<file path="src/rtl/sts_pkg.sv">
/*
  Constants, register map and types shared by the self test scheduler and
  status indicator logic. Assumes a 20 MHz core clock.
*/
package sts_pkg;

  // Register byte offsets on the APB slave
  localparam logic [7:0] A_CTRL      = 8'h00;
  localparam logic [7:0] A_INTERVAL  = 8'h04;
  localparam logic [7:0] A_DURATION  = 8'h08;
  localparam logic [7:0] A_COUNTDOWN = 8'h0C;
  localparam logic [7:0] A_STATUS    = 8'h10;
  localparam logic [7:0] A_INT_STAT  = 8'h14;
  localparam logic [7:0] A_INT_MASK  = 8'h18;
  localparam logic [7:0] A_SB_TIME   = 8'h1C;
  localparam logic [7:0] A_SB_EVENTS = 8'h20;

  // Control register bits
  localparam int CTRL_START   = 0;
  localparam int CTRL_STOP    = 1;
  localparam int CTRL_INHIBIT = 2;
  localparam int CTRL_WIDE    = 3;

  // Interrupt status and mask bits
  localparam int IRQ_PASS = 0;
  localparam int IRQ_FAIL = 1;
  localparam int IRQ_SKIP = 2;
  localparam int IRQ_W    = 3;

  // Reset values
  localparam logic [7:0]  INTERVAL_RST = 8'h1E;
  localparam logic [15:0] DURATION_RST = 16'h012C;

  // Frequency tolerance bands in hertz
  localparam logic [3:0] BAND_NARROW_HZ = 4'h3;
  localparam logic [3:0] BAND_WIDE_HZ   = 4'h6;

  // Time base
  localparam int CLK_HZ     = 20_000_000;
  localparam int SEC_CYC    = CLK_HZ;
  localparam int FLASH_MS   = 500;
  localparam int FLASH_CYC  = CLK_HZ / 1000 * FLASH_MS;
  localparam int DAY_S      = 86_400;
  localparam int WEEK_DAYS  = 7;
  localparam int MIN_PASS_S = 60;

  typedef enum logic [1:0] {st_idle, st_check, st_run} sts_state_e;

endpackage : sts_pkg

</file>
<file path="src/rtl/sts_tick.sv">
/*
  Free running divider giving a one-cycle enable pulse every DIV cycles.
  Assumes a single clock and an asynchronous active high reset.
*/
`timescale 1ns/1ps
module sts_tick #(
  parameter int DIV = 2
) (
  input  wire logic core_clk_i,
  input  wire logic rst_i,
  output logic      tick_o
);
  localparam int CW = (DIV > 1) ? $clog2(DIV) : 1;

  logic [CW-1:0] cnt;
  wire           last = (cnt == CW'(DIV - 1));

  always_ff @(posedge core_clk_i or posedge rst_i)
  begin
    if (rst_i)
    begin
      cnt    <= '0;
      tick_o <= 1'b0;
    end
    else
    begin
      cnt    <= last ? '0 : cnt + 1'b1;
      tick_o <= last;
    end
  end
endmodule : sts_tick

</file>
<file path="src/rtl/sts_rise.sv">
/*
  Rising edge detector on a synchronous level.
  Assumes the input is already synchronous to the core clock.
*/
`timescale 1ns/1ps
module sts_rise (
  input  wire logic core_clk_i,
  input  wire logic rst_i,
  input  wire logic d_i,
  output logic      rise_o
);
  logic q;

  always_ff @(posedge core_clk_i or posedge rst_i)
  begin
    if (rst_i)
      q <= 1'b0;
    else
      q <= d_i;
  end

  assign rise_o = d_i & ~q;
endmodule : sts_rise

</file>
<file path="src/rtl/sts_top.sv">
/*
  Self test scheduler and front panel status indicators with APB registers.
  Assumes synchronous key, alarm and sensor inputs and a 20 MHz core clock.
*/
// Decided for this implementation: register access over APB and the register addresses.
//
// Contract
// - Green lit normally, flashing on minor alarm, off on major alarm.
// - Red flashes only while a major alarm exists, else off.
// - Enter plus down chord starts a test when idle, halts a running one.
// - Test first checks battery present and charged, else skips inverter.
// - Test then runs standby for duration; passes if battery and output held.
// - Failure latches fail alarm; cleared by a pass lasting a minute or more.
// - Menu and status card may start or stop a test at any time.
// - Inhibit cancels only an automatic test due within seven days.
// - Repeated inhibit pushes next auto test seven days past latest one.
// - Manual tests run regardless of inhibit deferral.
// - Auto test on by default every 30 days; interval zero disables.
// - Countdown to the next automatic test is kept and readable.
// - Standby duration is adjustable and shared by auto and manual tests.
// - Standby time and event counters frozen during a self test.
// - Frequency tolerance 3 Hz or 6 Hz; transfer only outside band.
// - No battery transfer while battery at or below low voltage cutoff.
// - Test fails on output failure or battery below cell threshold.
`timescale 1ns/1ps
module sts_top #(
  parameter int SEC_CYC   = sts_pkg::SEC_CYC,
  parameter int FLASH_CYC = sts_pkg::FLASH_CYC,
  parameter int DAY_S     = sts_pkg::DAY_S
) (
  input  wire logic        core_clk_i,
  input  wire logic        rst_i,
  input  wire logic        psel_i,
  input  wire logic        penable_i,
  input  wire logic        pwrite_i,
  input  wire logic [7:0]  paddr_i,
  input  wire logic [31:0] pwdata_i,
  output logic [31:0]      prdata_o,
  output logic             pready_o,
  output logic             pslverr_o,
  input  wire logic        enter_key_i,
  input  wire logic        down_key_i,
  input  wire logic        card_start_i,
  input  wire logic        card_stop_i,
  input  wire logic        card_inhibit_i,
  input  wire logic        major_alarm_i,
  input  wire logic        minor_alarm_i,
  input  wire logic        batt_present_i,
  input  wire logic        batt_charged_i,
  input  wire logic        batt_above_cell_i,
  input  wire logic        batt_above_lvc_i,
  input  wire logic        output_ok_i,
  input  wire logic        input_lost_i,
  input  wire logic [3:0]  freq_dev_hz_i,
  output logic             green_led_o,
  output logic             red_led_o,
  output logic             on_batt_o,
  output logic             test_run_o,
  output logic             fail_alarm_o,
  output logic             irq_o
);
  localparam logic [31:0] WEEK_S = 32'(sts_pkg::WEEK_DAYS * DAY_S);

  sts_pkg::sts_state_e state;
  sts_pkg::sts_state_e next_state;
  logic [7:0]             interval;
  logic [15:0]            duration;
  logic [15:0]            run_s;
  logic [31:0]            countdown;
  logic [31:0]            next_countdown;
  logic [31:0]            sb_time;
  logic [31:0]            sb_events;
  logic [sts_pkg::IRQ_W-1:0] int_stat;
  logic [sts_pkg::IRQ_W-1:0] int_mask;
  logic                   ctrl_wide;
  logic                   flash;
  logic                   fail_latch;
  logic                   sec_tick;
  logic                   flash_tick;
  logic                   chord_rise;
  logic                   sb_rise;
  logic                   line_batt;

  sts_tick #(.DIV(SEC_CYC)) u_sec (
    .core_clk_i (core_clk_i),
    .rst_i      (rst_i),
    .tick_o     (sec_tick)
  );

  sts_tick #(.DIV(FLASH_CYC)) u_flash (
    .core_clk_i (core_clk_i),
    .rst_i      (rst_i),
    .tick_o     (flash_tick)
  );

  // Edge on the chord, so a held pair of keys acts once
  wire chord = enter_key_i & down_key_i;
  sts_rise u_chord (
    .core_clk_i (core_clk_i),
    .rst_i      (rst_i),
    .d_i        (chord),
    .rise_o     (chord_rise)
  );

  // APB decode; zero wait states
  wire setup    = psel_i & ~penable_i;
  wire access   = psel_i & penable_i;
  wire sel_ctrl = (paddr_i == sts_pkg::A_CTRL);
  wire sel_int  = (paddr_i == sts_pkg::A_INTERVAL);
  wire sel_dur  = (paddr_i == sts_pkg::A_DURATION);
  wire sel_cnt  = (paddr_i == sts_pkg::A_COUNTDOWN);
  wire sel_stat = (paddr_i == sts_pkg::A_STATUS);
  wire sel_ist  = (paddr_i == sts_pkg::A_INT_STAT);
  wire sel_imsk = (paddr_i == sts_pkg::A_INT_MASK);
  wire sel_sbt  = (paddr_i == sts_pkg::A_SB_TIME);
  wire sel_sbe  = (paddr_i == sts_pkg::A_SB_EVENTS);
  wire hit      = sel_ctrl | sel_int | sel_dur | sel_cnt | sel_stat | sel_ist
                | sel_imsk | sel_sbt | sel_sbe;
  wire wr       = access & pwrite_i & hit;
  wire wr_ctrl  = wr & sel_ctrl;
  wire wr_int   = wr & sel_int;

  assign pready_o  = 1'b1;
  assign pslverr_o = access & ~hit;

  wire busy      = (state != sts_pkg::st_idle);
  wire running   = (state == sts_pkg::st_run);
  wire menu_start = wr_ctrl & pwdata_i[sts_pkg::CTRL_START];
  wire menu_stop  = wr_ctrl & pwdata_i[sts_pkg::CTRL_STOP];
  wire inhibit    = (wr_ctrl & pwdata_i[sts_pkg::CTRL_INHIBIT]) | card_inhibit_i;

  wire [31:0] st_word = {28'h0, on_batt_o, fail_latch, running, busy};
  wire [31:0] rd_mux  =
      sel_ctrl ? {28'h0, ctrl_wide, 3'h0} :
      sel_int  ? {24'h0, interval} :
      sel_dur  ? {16'h0, duration} :
      sel_cnt  ? countdown :
      sel_stat ? st_word :
      sel_ist  ? {29'h0, int_stat} :
      sel_imsk ? {29'h0, int_mask} :
      sel_sbt  ? sb_time :
      sel_sbe  ? sb_events : 32'h0;

  // Manual sources take effect regardless of inhibit deferral
  wire man_start = (chord_rise & ~busy) | menu_start | card_start_i;
  wire stop_req  = (chord_rise & busy) | menu_stop | card_stop_i;

  // Automatic schedule in seconds
  wire auto_en   = (interval != 8'h00);
  wire [31:0] reload = 32'(interval * DAY_S);
  wire inh_hit   = inhibit & auto_en & (countdown <= WEEK_S);
  wire auto_due  = auto_en & sec_tick & (countdown == 32'h1) & ~inhibit & ~wr_int;

  assign next_countdown =
      wr_int                          ? 32'(pwdata_i[7:0] * DAY_S) :
      inh_hit                         ? WEEK_S :
      (inhibit | ~auto_en | ~sec_tick) ? countdown :
      auto_due                        ? reload :
      countdown - 32'h1;

  // Test sequence
  wire batt_ok    = batt_present_i & batt_charged_i;
  wire fault      = ~batt_above_cell_i | ~output_ok_i;
  wire [15:0] run_next = run_s + 16'h1;
  wire done       = running & sec_tick & (run_next >= duration);
  wire ev_skip    = (state == sts_pkg::st_check) & ~batt_ok;
  wire ev_fail    = (running & fault & ~stop_req) | ev_skip;
  wire ev_pass    = done & ~fault & ~stop_req;
  wire long_pass  = ev_pass & (run_next >= 16'(sts_pkg::MIN_PASS_S));

  always_comb
  begin
    next_state = state;
    unique case (state)
      sts_pkg::st_idle:
        if (man_start | auto_due)
          next_state = sts_pkg::st_check;
      sts_pkg::st_check:
        if (stop_req | ~batt_ok)
          next_state = sts_pkg::st_idle;
        else
          next_state = sts_pkg::st_run;
      sts_pkg::st_run:
        if (stop_req | fault | done)
          next_state = sts_pkg::st_idle;
      default:
        next_state = sts_pkg::st_idle;
    endcase
  end

  // Line side: frequency band and low voltage cutoff
  wire [3:0] band   = ctrl_wide ? sts_pkg::BAND_WIDE_HZ : sts_pkg::BAND_NARROW_HZ;
  wire out_band     = (freq_dev_hz_i > band);
  wire outage       = input_lost_i | out_band;
  wire next_on_batt = (outage | running) & batt_present_i & batt_above_lvc_i;
  // Line-driven transfer only, so the cycle after a test never counts
  wire sb_live      = line_batt & ~busy;

  sts_rise u_sb (
    .core_clk_i (core_clk_i),
    .rst_i      (rst_i),
    .d_i        (sb_live),
    .rise_o     (sb_rise)
  );

  wire [sts_pkg::IRQ_W-1:0] ev_vec = {ev_skip, ev_fail, ev_pass};
  wire [sts_pkg::IRQ_W-1:0] ist_clr = (wr & sel_ist) ? pwdata_i[sts_pkg::IRQ_W-1:0] : '0;
  wire [sts_pkg::IRQ_W-1:0] next_irq_stat = (int_stat & ~ist_clr) | ev_vec;

  always_ff @(posedge core_clk_i or posedge rst_i)
  begin
    if (rst_i)
    begin
      state     <= sts_pkg::st_idle;
      interval  <= sts_pkg::INTERVAL_RST;
      duration  <= sts_pkg::DURATION_RST;
      ctrl_wide <= 1'b0;
      int_mask  <= '0;
      int_stat  <= '0;
      countdown <= 32'(sts_pkg::INTERVAL_RST * DAY_S);
      prdata_o  <= 32'h0;
    end
    else
    begin
      state     <= next_state;
      countdown <= next_countdown;
      int_stat  <= (int_stat & ~ist_clr) | ev_vec; // Set wins over clear
      if (setup)
        prdata_o <= rd_mux;
      if (wr_int)
        interval <= pwdata_i[7:0];
      if (wr & sel_dur)
        duration <= pwdata_i[15:0];
      if (wr_ctrl)
        ctrl_wide <= pwdata_i[sts_pkg::CTRL_WIDE];
      if (wr & sel_imsk)
        int_mask <= pwdata_i[sts_pkg::IRQ_W-1:0];
    end
  end

  always_ff @(posedge core_clk_i or posedge rst_i)
  begin
    if (rst_i)
    begin
      run_s      <= 16'h0;
      fail_latch <= 1'b0;
      sb_time    <= 32'h0;
      sb_events  <= 32'h0;
      on_batt_o  <= 1'b0;
      line_batt  <= 1'b0;
      flash      <= 1'b0;
    end
    else
    begin
      run_s      <= ~running ? 16'h0 : (sec_tick ? run_next : run_s);
      fail_latch <= ev_fail | (fail_latch & ~long_pass);
      on_batt_o  <= next_on_batt;
      line_batt  <= outage & batt_present_i & batt_above_lvc_i;
      if (sec_tick & sb_live)
        sb_time <= sb_time + 32'h1;
      if (sb_rise)
        sb_events <= sb_events + 32'h1;
      if (flash_tick)
        flash <= ~flash;
    end
  end

  // Major alarm takes precedence over minor on both indicators
  always_ff @(posedge core_clk_i or posedge rst_i)
  begin
    if (rst_i)
    begin
      green_led_o <= 1'b0;
      red_led_o   <= 1'b0;
      irq_o       <= 1'b0;
    end
    else
    begin
      green_led_o <= major_alarm_i ? 1'b0 : (minor_alarm_i ? flash : 1'b1);
      red_led_o   <= major_alarm_i & flash;
      irq_o       <= |(next_irq_stat & int_mask);
    end
  end

  assign test_run_o   = running;
  assign fail_alarm_o = fail_latch;
endmodule : sts_top

</file>
<file path="config.mk">
export PLATFORM = sky130hd
export DESIGN_NAME = sts_top
export DESIGN_NICKNAME = d
export VERILOG_FILES = /design/src/rtl/sts_pkg.sv /design/src/rtl/sts_tick.sv /design/src/rtl/sts_rise.sv /design/src/rtl/sts_top.sv
export SDC_FILE = /design/constraint.sdc
export NUM_CORES = 1
export LEC_CHECK = 0
export ABC_AREA = 1
export ABC_CLOCK_PERIOD_IN_PS = 7400
export BUFFER_PORTS_ARGS = -buffer_cell sky130_fd_sc_hd__buf_2
export CAP_MARGIN = 15
export CORE_MARGIN = 2
export CORE_UTILIZATION = 62
export DETAILED_ROUTE_END_ITERATION = 16
export GPL_ROUTABILITY_DRIVEN = 0
export PLACE_DENSITY = 0.91
export SLEW_MARGIN = 0
export SYNTH_ARGS = -nofsm -noshare
export SYNTH_HDL_FRONTEND = slang
export SYNTH_HIERARCHICAL = 1
export SYNTH_SLANG_ARGS = --single-unit
export TNS_END_PERCENT = 20
</file>
<file path="constraint.sdc">
create_clock -name core_clk_i -period 7.4 [get_ports core_clk_i]
set_clock_uncertainty 0.15 [all_clocks]
set_input_delay 1.11 -clock core_clk_i [delete_from_list [all_inputs] [get_ports core_clk_i]]
set_output_delay 1.11 -clock core_clk_i [all_outputs]
set_load 0.02 [all_outputs]
</file>
[Yosys cells after proc, flatten, opt, wreduce, memory -nomap -nowiden]
Index checks and enable logic that the tools add are counted.
Word-level totals
  bits in registers: 237
  bits in latches: 0
  bits in writable memories: 0
  bits in read-only memories: 0
  output and inout bits: 40
  memories kept: 0
Cells by class
  add/sub/neg operators: 6
  $mul: 2
  divide/modulo/power cells: 0
  magnitude comparators: 4
  eq/ne operators: 17
  shift-type cells: 0
  multiplexer cells: 25
  bitwise logic cells: 85
  reductions and logical operators: 6
Operators with widths (count)
  $mux 32: 13
  $add 32x1->32 const B: 2
  $and 1x1->1: 41
  $mul 8x10->18 const B: 2
  $eq 32x1->1 const B: 1
  $eq 8x5->1 const B: 4
  $le 32x20->1 const B: 1
  $mux 16: 2
  $sub 32x1->32 const B: 1
  $add 25x1->25 const B: 1
  $eq 25x25->1 const B: 1
  $mux 25: 1
  $add 24x1->24 const B: 1
  $eq 24x24->1 const B: 1
  $mux 24: 1
  $or 1x1->1: 24
  $add 16x1->16 const B: 1
  $eq 8x4->1 const B: 2
  $ge 16x16->1: 1
  $ge 16x6->1 const B: 1
  $not 1->1: 16
  $eq 8x3->1 const B: 1
  $eq 8x6->1 const B: 1
  $logic_not 8->1: 1
  18 further kinds: 24

[Logic depth before layout (Yosys ltp)]
Gate-level depths: netlist (run 1).
  word-level depth: 20
  mapped depth: 23

[By module]
The synthesis (run 1) kept the hierarchy.
By module, submodules not included
  sts_top: instances 1, cells an instance 1690, area each 13440.4 um^2, sequential area each 4624.4 um^2
  sts_tick (u_sec): instances 1, cells an instance 227, area each 1546.5 um^2, sequential area each 650.6 um^2
  sts_tick (u_flash): instances 1, cells an instance 211, area each 1526.5 um^2, sequential area each 625.6 um^2
  sts_rise: instances 2, cells an instance 4, area each 38.8 um^2, sequential area each 25.0 um^2

[Least setup slack after synthesis (run 1)]
OpenSTA, ideal clock, no wires.
  path kind: input port to flip-flop
  from: input pwdata_i[6]
  to: register countdown[23]
  setup time: 0.117 ns
  arrival: 3.893 ns
  required time: 7.133 ns
  path slack: 3.240 ns
  stages: 17
  path buffers: 0
  cells stage by stage: inv_1 ha_1 fa_1 inv_1 ha_1 ha_1 ha_1 inv_1 o21ai_0 a21boi_0 o211ai_1 a21boi_0 xnor2_1 nand2_1 nand2_1 nand2_1 nand2_1
Between the ends
  word-level cells in the longest chain between the ends: 2
Ends and longest elaborated chain
  start: declaration: RTL line sts_top.sv:37  | input wire logic [31:0] pwdata_i,
  $mul 8x10->18: RTL line sts_top.sv:155  | wr_int ? 32'(pwdata_i[7:0] * DAY_S) :
  $mux 32: RTL line sts_top.sv:155
  end signal: assignment: RTL line sts_top.sv:220  | countdown <= 32'(sts_pkg::INTERVAL_RST * DAY_S);
  end signal: assignment: RTL line sts_top.sv:226  | countdown <= next_countdown;
  end: declaration: RTL line sts_top.sv:69  | logic [31:0] countdown;
Every way passes these cells.
A chain may end at the register's enable or synchronous reset.

[Worst setup path after layout (run 1)]
  from: input pwdata_i[6]
  to: register countdown[19]
The elaborated chain is that of the path after synthesis.

==> results of run 1 <==
-- cell usage after synthesis (all sizes together) (8+ instances only) --
cell type  instances  area (sq um)
nand2            461          1830
inv              357          1340
nor2             272          1250
dfrtp            221          5530
o21ai            134           671
ha               127          1590
nand3            109           606
xor2             105           920
a21oi             80           400
nor3              38           216
nand4             29           221
o22ai             26           225
clkbuf            24          91.3
fa                18           360
xnor2             17           149
dfstp             16           420
a221oi            14           123
buf               14          91.3
nor4              12          87.6
o221ai             9          78.8
o211ai             8          60.1
o31ai              8          60.1
-- flip-flops by register name (all words and copies together) (netlist names), 2 cells and up --
register,count
countdown,32
prdata_o,32
sb_events,32
sb_time,32
u_sec/cnt,25
u_flash/cnt,24
duration,16
run_s,16
interval,8
int_mask,3
int_stat,3
state,2
-- logic make-up (layout without fill, tap and decap cells) --
kind of cell,after synthesis,after routing
simple gates,932,932
buf+inv,396,492
compound gates,303,303
flops,237,237
fa+ha+maj,145,145
xor+xnor,122,122
other cells,1,1
-- cell usage in the layout, fill, tap and decap left out, types with 13 or more instances in the layout --
cell type  synthesis  routed
nand2_1          436     436
inv_1            344     343
nor2_1           225     225
dfrtp_1          221     221
ha_1             127     127
o21ai_0          121     121
xor2_1           105     105
nand3_1          100     100
buf_2              7      84
a21oi_1           80      80
nor3_1            34      34
clkbuf_16          0      27
nor2_2            26      26
nand4_1           24      24
nand2_2           20      20
nor2_4            20      20
fa_1              18      18
xnor2_1           17      17
o22ai_1           16      16
dfstp_2           16      16
a221oi_1          14      14
o21ai_1           13      13
-- metrics by stage --
stage                     setup slack [ps]  util, %  std cells  hold slack, ps  cell area [sq um]
final                                 3000     69.5       2567             289              18200
after global routing                  2890     69.5       2567             305              18200
after CTS                             3100     69.4       2566             289              18100
after detailed placement              2550     66.1       2521             289              17300
after global placement                2590     66.1       2521             269              17300
after floorplan                       1170        -       2136             267              16600
-- worst max path at each step --
stage                     cells past startpoint  slack, ps         from                         to
after floorplan                               1       1170        rst_i   countdown[0]$_DFFE_PP0P_
after global placement                       16       2590  pwdata_i[6]  countdown[19]$_DFFE_PP0P_
after detailed placement                     16       2550  pwdata_i[6]  countdown[19]$_DFFE_PP0P_
after CTS                                    16       3100  pwdata_i[6]  countdown[19]$_DFFE_PP0P_
after global routing                         18       2890  pwdata_i[6]  countdown[23]$_DFFE_PP0P_
final                                        16       3000  pwdata_i[6]  countdown[19]$_DFFE_PP0P_
-- critical path: stages --
cell and delay [ps]:
buf_2 170, inv_1 90, ha_1 320, fa_1 510
inv_1 40, ha_1 270, ha_1 300, ha_1 360
inv_1 110, o21ai_0 130, a21boi_0 260, nand2_1 140
a31o_2 230, o21ai_0 380, nand3_1 140, o21ai_1 110
-- power groups by stage --
stage / combinational [W] / sequential [W] / clock [W]
4_1_cts: 0.000299 / 0.00133 / 0.00132
6_report: 0.000302 / 0.00133 / 0.00131
2_1_floorplan: 0.000214 / 0.00135 / 0
3_5_place_dp: 0.000296 / 0.00135 / 0
3_3_place_gp: 0.000281 / 0.00135 / 0
5_1_grt: 0.000344 / 0.00133 / 0.00137
-- cell type report --
type / instances / area (sq um) / area share (%)
Multi-Input combinational cell: 1503 / 9110 / 50.1
Timing Repair Buffer: 89 / 478 / 2.63
Clock inverter: 6 / 83.8 / 0.461
Tap cell: 335 / 419 / 2.31
Clock buffer: 39 / 781 / 4.30
Sequential cell: 237 / 5950 / 32.7
Inverter: 358 / 1350 / 7.43
-- layer usage --
layer  vias up  track usage (%)
met5         -                0
met4         0             13.3
met3       159             4.66
met2       773             51.5
met1      7130             37.8
li1       7035                -
==> metrics.txt, run 1 <==
status=complete, no violations; #FFs+latches synth=237; unrepaired setup endpoints after global routing=false; share of power burned in registers=45.2%; die area=28100 sq um; TritonRoute pass-1 iters=8; Hold EP=flash$_DFFE_PP0P_; Worst-Margin Slew=982 ps; postcts setup bufs=0; r2r endpoint=countdown[19]$_DFFE_PP0P_; mapped cell area=16600 sq um; crit path DAT=4680 ps; asr flop ratio synth=100%; Die W=168 microns; WP data required=7680 ps; Primary FF master, synth=dfrtp_1; M1 WL=16700 microns; Tcrit/Tclk final=59.5%; largest family of logic cells by synthesized area=simple AND/OR/NAND/NOR gates; Diodes inserted=0; Worst Hold Class=flop to flop; Wirelength per Cell=16.5 microns; WL met3=3510 microns; Max VDD drop=0.000173 V; core footprint=26100 sq um; final setup TNS=0 ps; Met2 Wirelength=20000 microns; FF-to-FF path depth=18; relative slew slack=34.4%; vias=15100; hold buffers post-CTS=0; Max Cap Viol=0; Worst setup SP type=primary input; critical path endpoint category=flop; WS Path Type=primary input to flop; vias in the first global route=14800; vias per cell=5.88; Seq/Total Area, Yosys=35.9%; DRC violations left=0; Fill cells=1979; first-pass GRT wire length=69500 microns; CTS tree=done; synthesized area per cell=7.77 sq um; Starting Density=63.5%; Max Root-Sink Buffers=3; CP max FO=6; share of layout cells above drive strength 1=11.7%; Tmin final=4400 ps; yosys warns=6; Post-Synth Simple-Gate Area=25.8%; xor/xnor share of the synthesized area=6.44%; Pwr Density=162 nW/um^2; Slew Viols, Final=0; clk slew on worst S/H paths=60 ps; Leak=9.32 nW; R2R Setup Slk=3210 ps; sw frac=24.9%; Cells after Synth=2136; Compound-Gate Fraction of Synth Area=10.9%; Final ANT Viol Nets=0; # setup viols final=0; net count after synthesis=2343; number of flops mapped to enable cells by yosys=0; worst hold stages=1; largest net degree at the start of global routing=96; Num CTS Buffers=26; initial antenna violation count=1; Adder-Cell Fraction of Synth Area=11.7%; post-synthesis mux area share=0%; Sw Pwr=0.000733 W; max frequency=227 MHz; post-synthesis cell type count=61; Routed WL=42300 microns; DIE HEIGHT=168 microns; Root Buffer=clkbuf_16; Internal Power=0.00221 W; combinational share of power=10.3%; total chip power=0.00294 W; I/O Pins=102; clk_lat worst skew=530 ps; Clk pwr share=44.6%; row count=59; placed wire-length estimate=32300 microns; Total GRT Usage=30.1%; final hold vios=0; P&R area growth vs syn=9.55%; H-tree Lvls=1; Detailed Route Iter0 Violations=1331; GRT overflow=0; Hold Crit Start=u_flash/tick_o$_DFF_PP0_; PostCTS Resize Cnt=0; # clock sinks=237; top sig layer=met4; R2R Path Start=interval[6]$_DFFE_PP0P_; Layout Nets=2422; IO buf count=84
No activity file was read; power rests on OpenSTA's default activity.
==> run 2, diff against run 1 <==
Settings changed: ABC_AREA 1 to 0, ABC_CLOCK_PERIOD_IN_PS 7400 to 4000, CORE_UTILIZATION 62 to 56, PLACE_DENSITY 0.91 to 0.88.
Clock period 7.4 ns to 4 ns, I/O delays scaled along.
==> run 2 against run 1 <==
Highest routed layer unchanged. Die area increased by 1.2%. Register-to-register slack got worse by 3100 ps. Sequential cell count unchanged. Critical endpoint is now countdown[21]$_DFFE_PP1P_. Count of clock-buffer cells in the layout decreased by 4. Area after synthesis decreased by 8.6%. Setup slack got worse by 2900 ps. Largest power group is now clock.
==> metrics.txt, run 2 <==
status=complete, no violations; GRT overflow=0; commonest cells in the netlist=dfrtp_1 (221), nand2_1 (140), ha_1 (127); CTS tree=done; placed wire-length estimate=28900 microns; vias per cell=6.29; Max VDD drop=0.000327 V; DRC violations left=0; clk_lat worst skew=540 ps; Reg area=5950 sq um; Max Root-Sink Buffers=3; r2r endpoint=countdown[21]$_DFFE_PP1P_; TritonRoute pass-1 iters=10; Final ANT Viol Nets=0; Synth top area share=36.5%; H-tree Lvls=1; Leak=8.08 nW; Fill cells=1994; P&R area growth vs syn=13.2%; synthesized area per cell=9.86 sq um; share of layout cells above drive strength 1=17.1%; crit path DAT=4240 ps; CP max FO=3; mapped cell area=15200 sq um; first-pass GRT wire length=63600 microns; Pwr Density=370 nW/um^2; die area=28400 sq um; IO buf count=84; postcts setup bufs=0; Hold Crit Start=major_alarm_i; max frequency=255 MHz; R2R Setup Slk=70 ps; yosys warns=6; most frequent cells in the layout=dfrtp_1 (221), nand2_1 (140), ha_1 (125); commonest non-fill, non-tap cell in the layout=dfrtp_1; Hold EP=green_led_o$_DFF_PP0_; Cells after Synth=1539; Root Buffer=clkbuf_16; relative slew slack=27.0%; Layout Nets=1860; DIE HEIGHT=169 microns; WS Path Type=flop to flop; Max Cap Viol=0; Routed WL=39200 microns; Worst Hold Class=primary input to flop; Tcrit/Tclk final=98.2%; # setup viols final=0; initial antenna violation count=2; Primary FF master, synth=dfrtp_1; vias in the first global route=12300; Num CTS Buffers=26; Wirelength per Cell=19.4 microns; most common cell in the netlist=dfrtp_1; Detailed Route Iter0 Violations=1565; unrepaired setup endpoints after global routing=true; post-synthesis cell type count=93; multi-input logic area=8620 sq um; asr flop ratio synth=100%; clk slew on worst S/H paths=60 ps; Tmin final=3930 ps; Slew Viols, Final=0; number of flops mapped to enable cells by yosys=0; core footprint=26800 sq um; Worst setup SP type=flop; vias=12700; critical path endpoint category=flop; #FFs+latches synth=237; final setup TNS=0 ps; Die W=169 microns; Seq/Total Area, Yosys=39.2%; top cells by area, synth=dfrtp_1 (36%), ha_1 (10%), xnor2_1 (5.5%); Total GRT Usage=27.7%; net count after synthesis=1746; R2R Path Start=interval[2]$_DFFE_PP1P_; largest net degree at the start of global routing=151; row count=60; pre-CTS WS=-276 ps; worst hold stages=2; # clock sinks=237; WP data required=4310 ps; I/O Pins=102; Starting Density=56.6%; FF-to-FF path depth=14; Worst-Margin Slew=1090 ps; final hold vios=0; Final Worst Setup Slack=73.5 ps; Synth area leader=dfrtp_1
==> run 2: cell types whose count changed after synthesis, sizes merged, moves of 38 or more <==
cell and change:
nand3 -51, inv -259, xnor2 +79, a21oi -38, xor2 -38, nand2 -319
nor2 -147, o21ai -55
==> run 2: repair_timing <==
item / CTS / global route
hold buffers: 1 / 0
gates resized for setup: 3 / 10
pin swaps: 0 / 2
endpoints found under the setup margin: 3 / 7
hold endpoints to repair: 2 / 0
==> run 2: cell families after synthesis <==
family,count (synthesis),synth area share (%)
flops,237,39.2
simple gates,539,19.7
other cells,1,0.0247
buf+inv,150,4.36
mux,29,2.07
fa+ha+maj,145,12.9
xor+xnor,163,9.41
compound gates,275,12.3
==> run 2: layout make-up <==
class / instances / share of cell area, %
Antenna cell: 2 / 0.0291
Clock buffer: 35 / 4.46
Clock inverter: 12 / 1.11
Sequential cell: 237 / 34.7
Timing Repair Buffer: 138 / 4.90
Tap cell: 341 / 2.48
Inverter: 98 / 2.16
Multi-Input combinational cell: 1152 / 50.2
==> run 2: how the worst max path moves through the flow <==
stage                     cells past startpoint               startpoint  slack, ps                         to
after floorplan                              14              pwdata_i[6]         20  countdown[24]$_DFFE_PP0P_
after global placement                       15              pwdata_i[6]       -220  countdown[24]$_DFFE_PP0P_
after detailed placement                     15              pwdata_i[6]       -280  countdown[24]$_DFFE_PP0P_
after CTS                                    15  interval[2]$_DFFE_PP1P_         10  countdown[23]$_DFFE_PP0P_
after global routing                         14  interval[2]$_DFFE_PP1P_       -110  countdown[21]$_DFFE_PP1P_
final                                        14  interval[2]$_DFFE_PP1P_         70  countdown[21]$_DFFE_PP1P_
==> run 2: power by group <==
| part | leakage [nW] | internal [W] | switching (W) |
|---|---|---|---|
| logic | 4.48 | 0.000513 | 0.000657 |
| clock network | 0.478 | 0.00166 | 0.00100 |
| registers | 3.12 | 0.00245 | 0.0000688 |
==> run 2: per-layer routing <==
layer	GRT usage [%]	vias up	routed length, microns
met5	0	-	0
met4	9.48	0	1360
met3	5.59	113	4180
met2	44.8	691	18000
met1	37.5	6097	15600
li1	-	5765	-
==> run 2: worst max-delay path: stages, from the launching register on <==
cell,delay [ps]
dfstp_2,560
ha_1,260
ha_1,300
ha_1,280
inv_1,50
fa_1,530
inv_1,40
ha_1,320
and4_1,250
a2111oi_2,410
nor3_2,110
buf_4,150
xnor2_1,140
nor2_1,60
a211o_1,240
==> run 2: through the flow <==
stage / instance area [sq um] / util (%) / instances / hold slack (ps) / power [W]
after floorplan: 15200 / - / 1539 / 179 / 0.00328
after global placement: 16100 / 60.2 / 1965 / 275 / 0.00362
after detailed placement: 16100 / 60.2 / 1965 / 279 / 0.00367
after CTS: 17100 / 63.8 / 2013 / 57.9 / 0.00632
after global routing: 17200 / 64.1 / 2015 / 78.1 / 0.00661
final: 17200 / 64.1 / 2015 / 68.9 / 0.00635
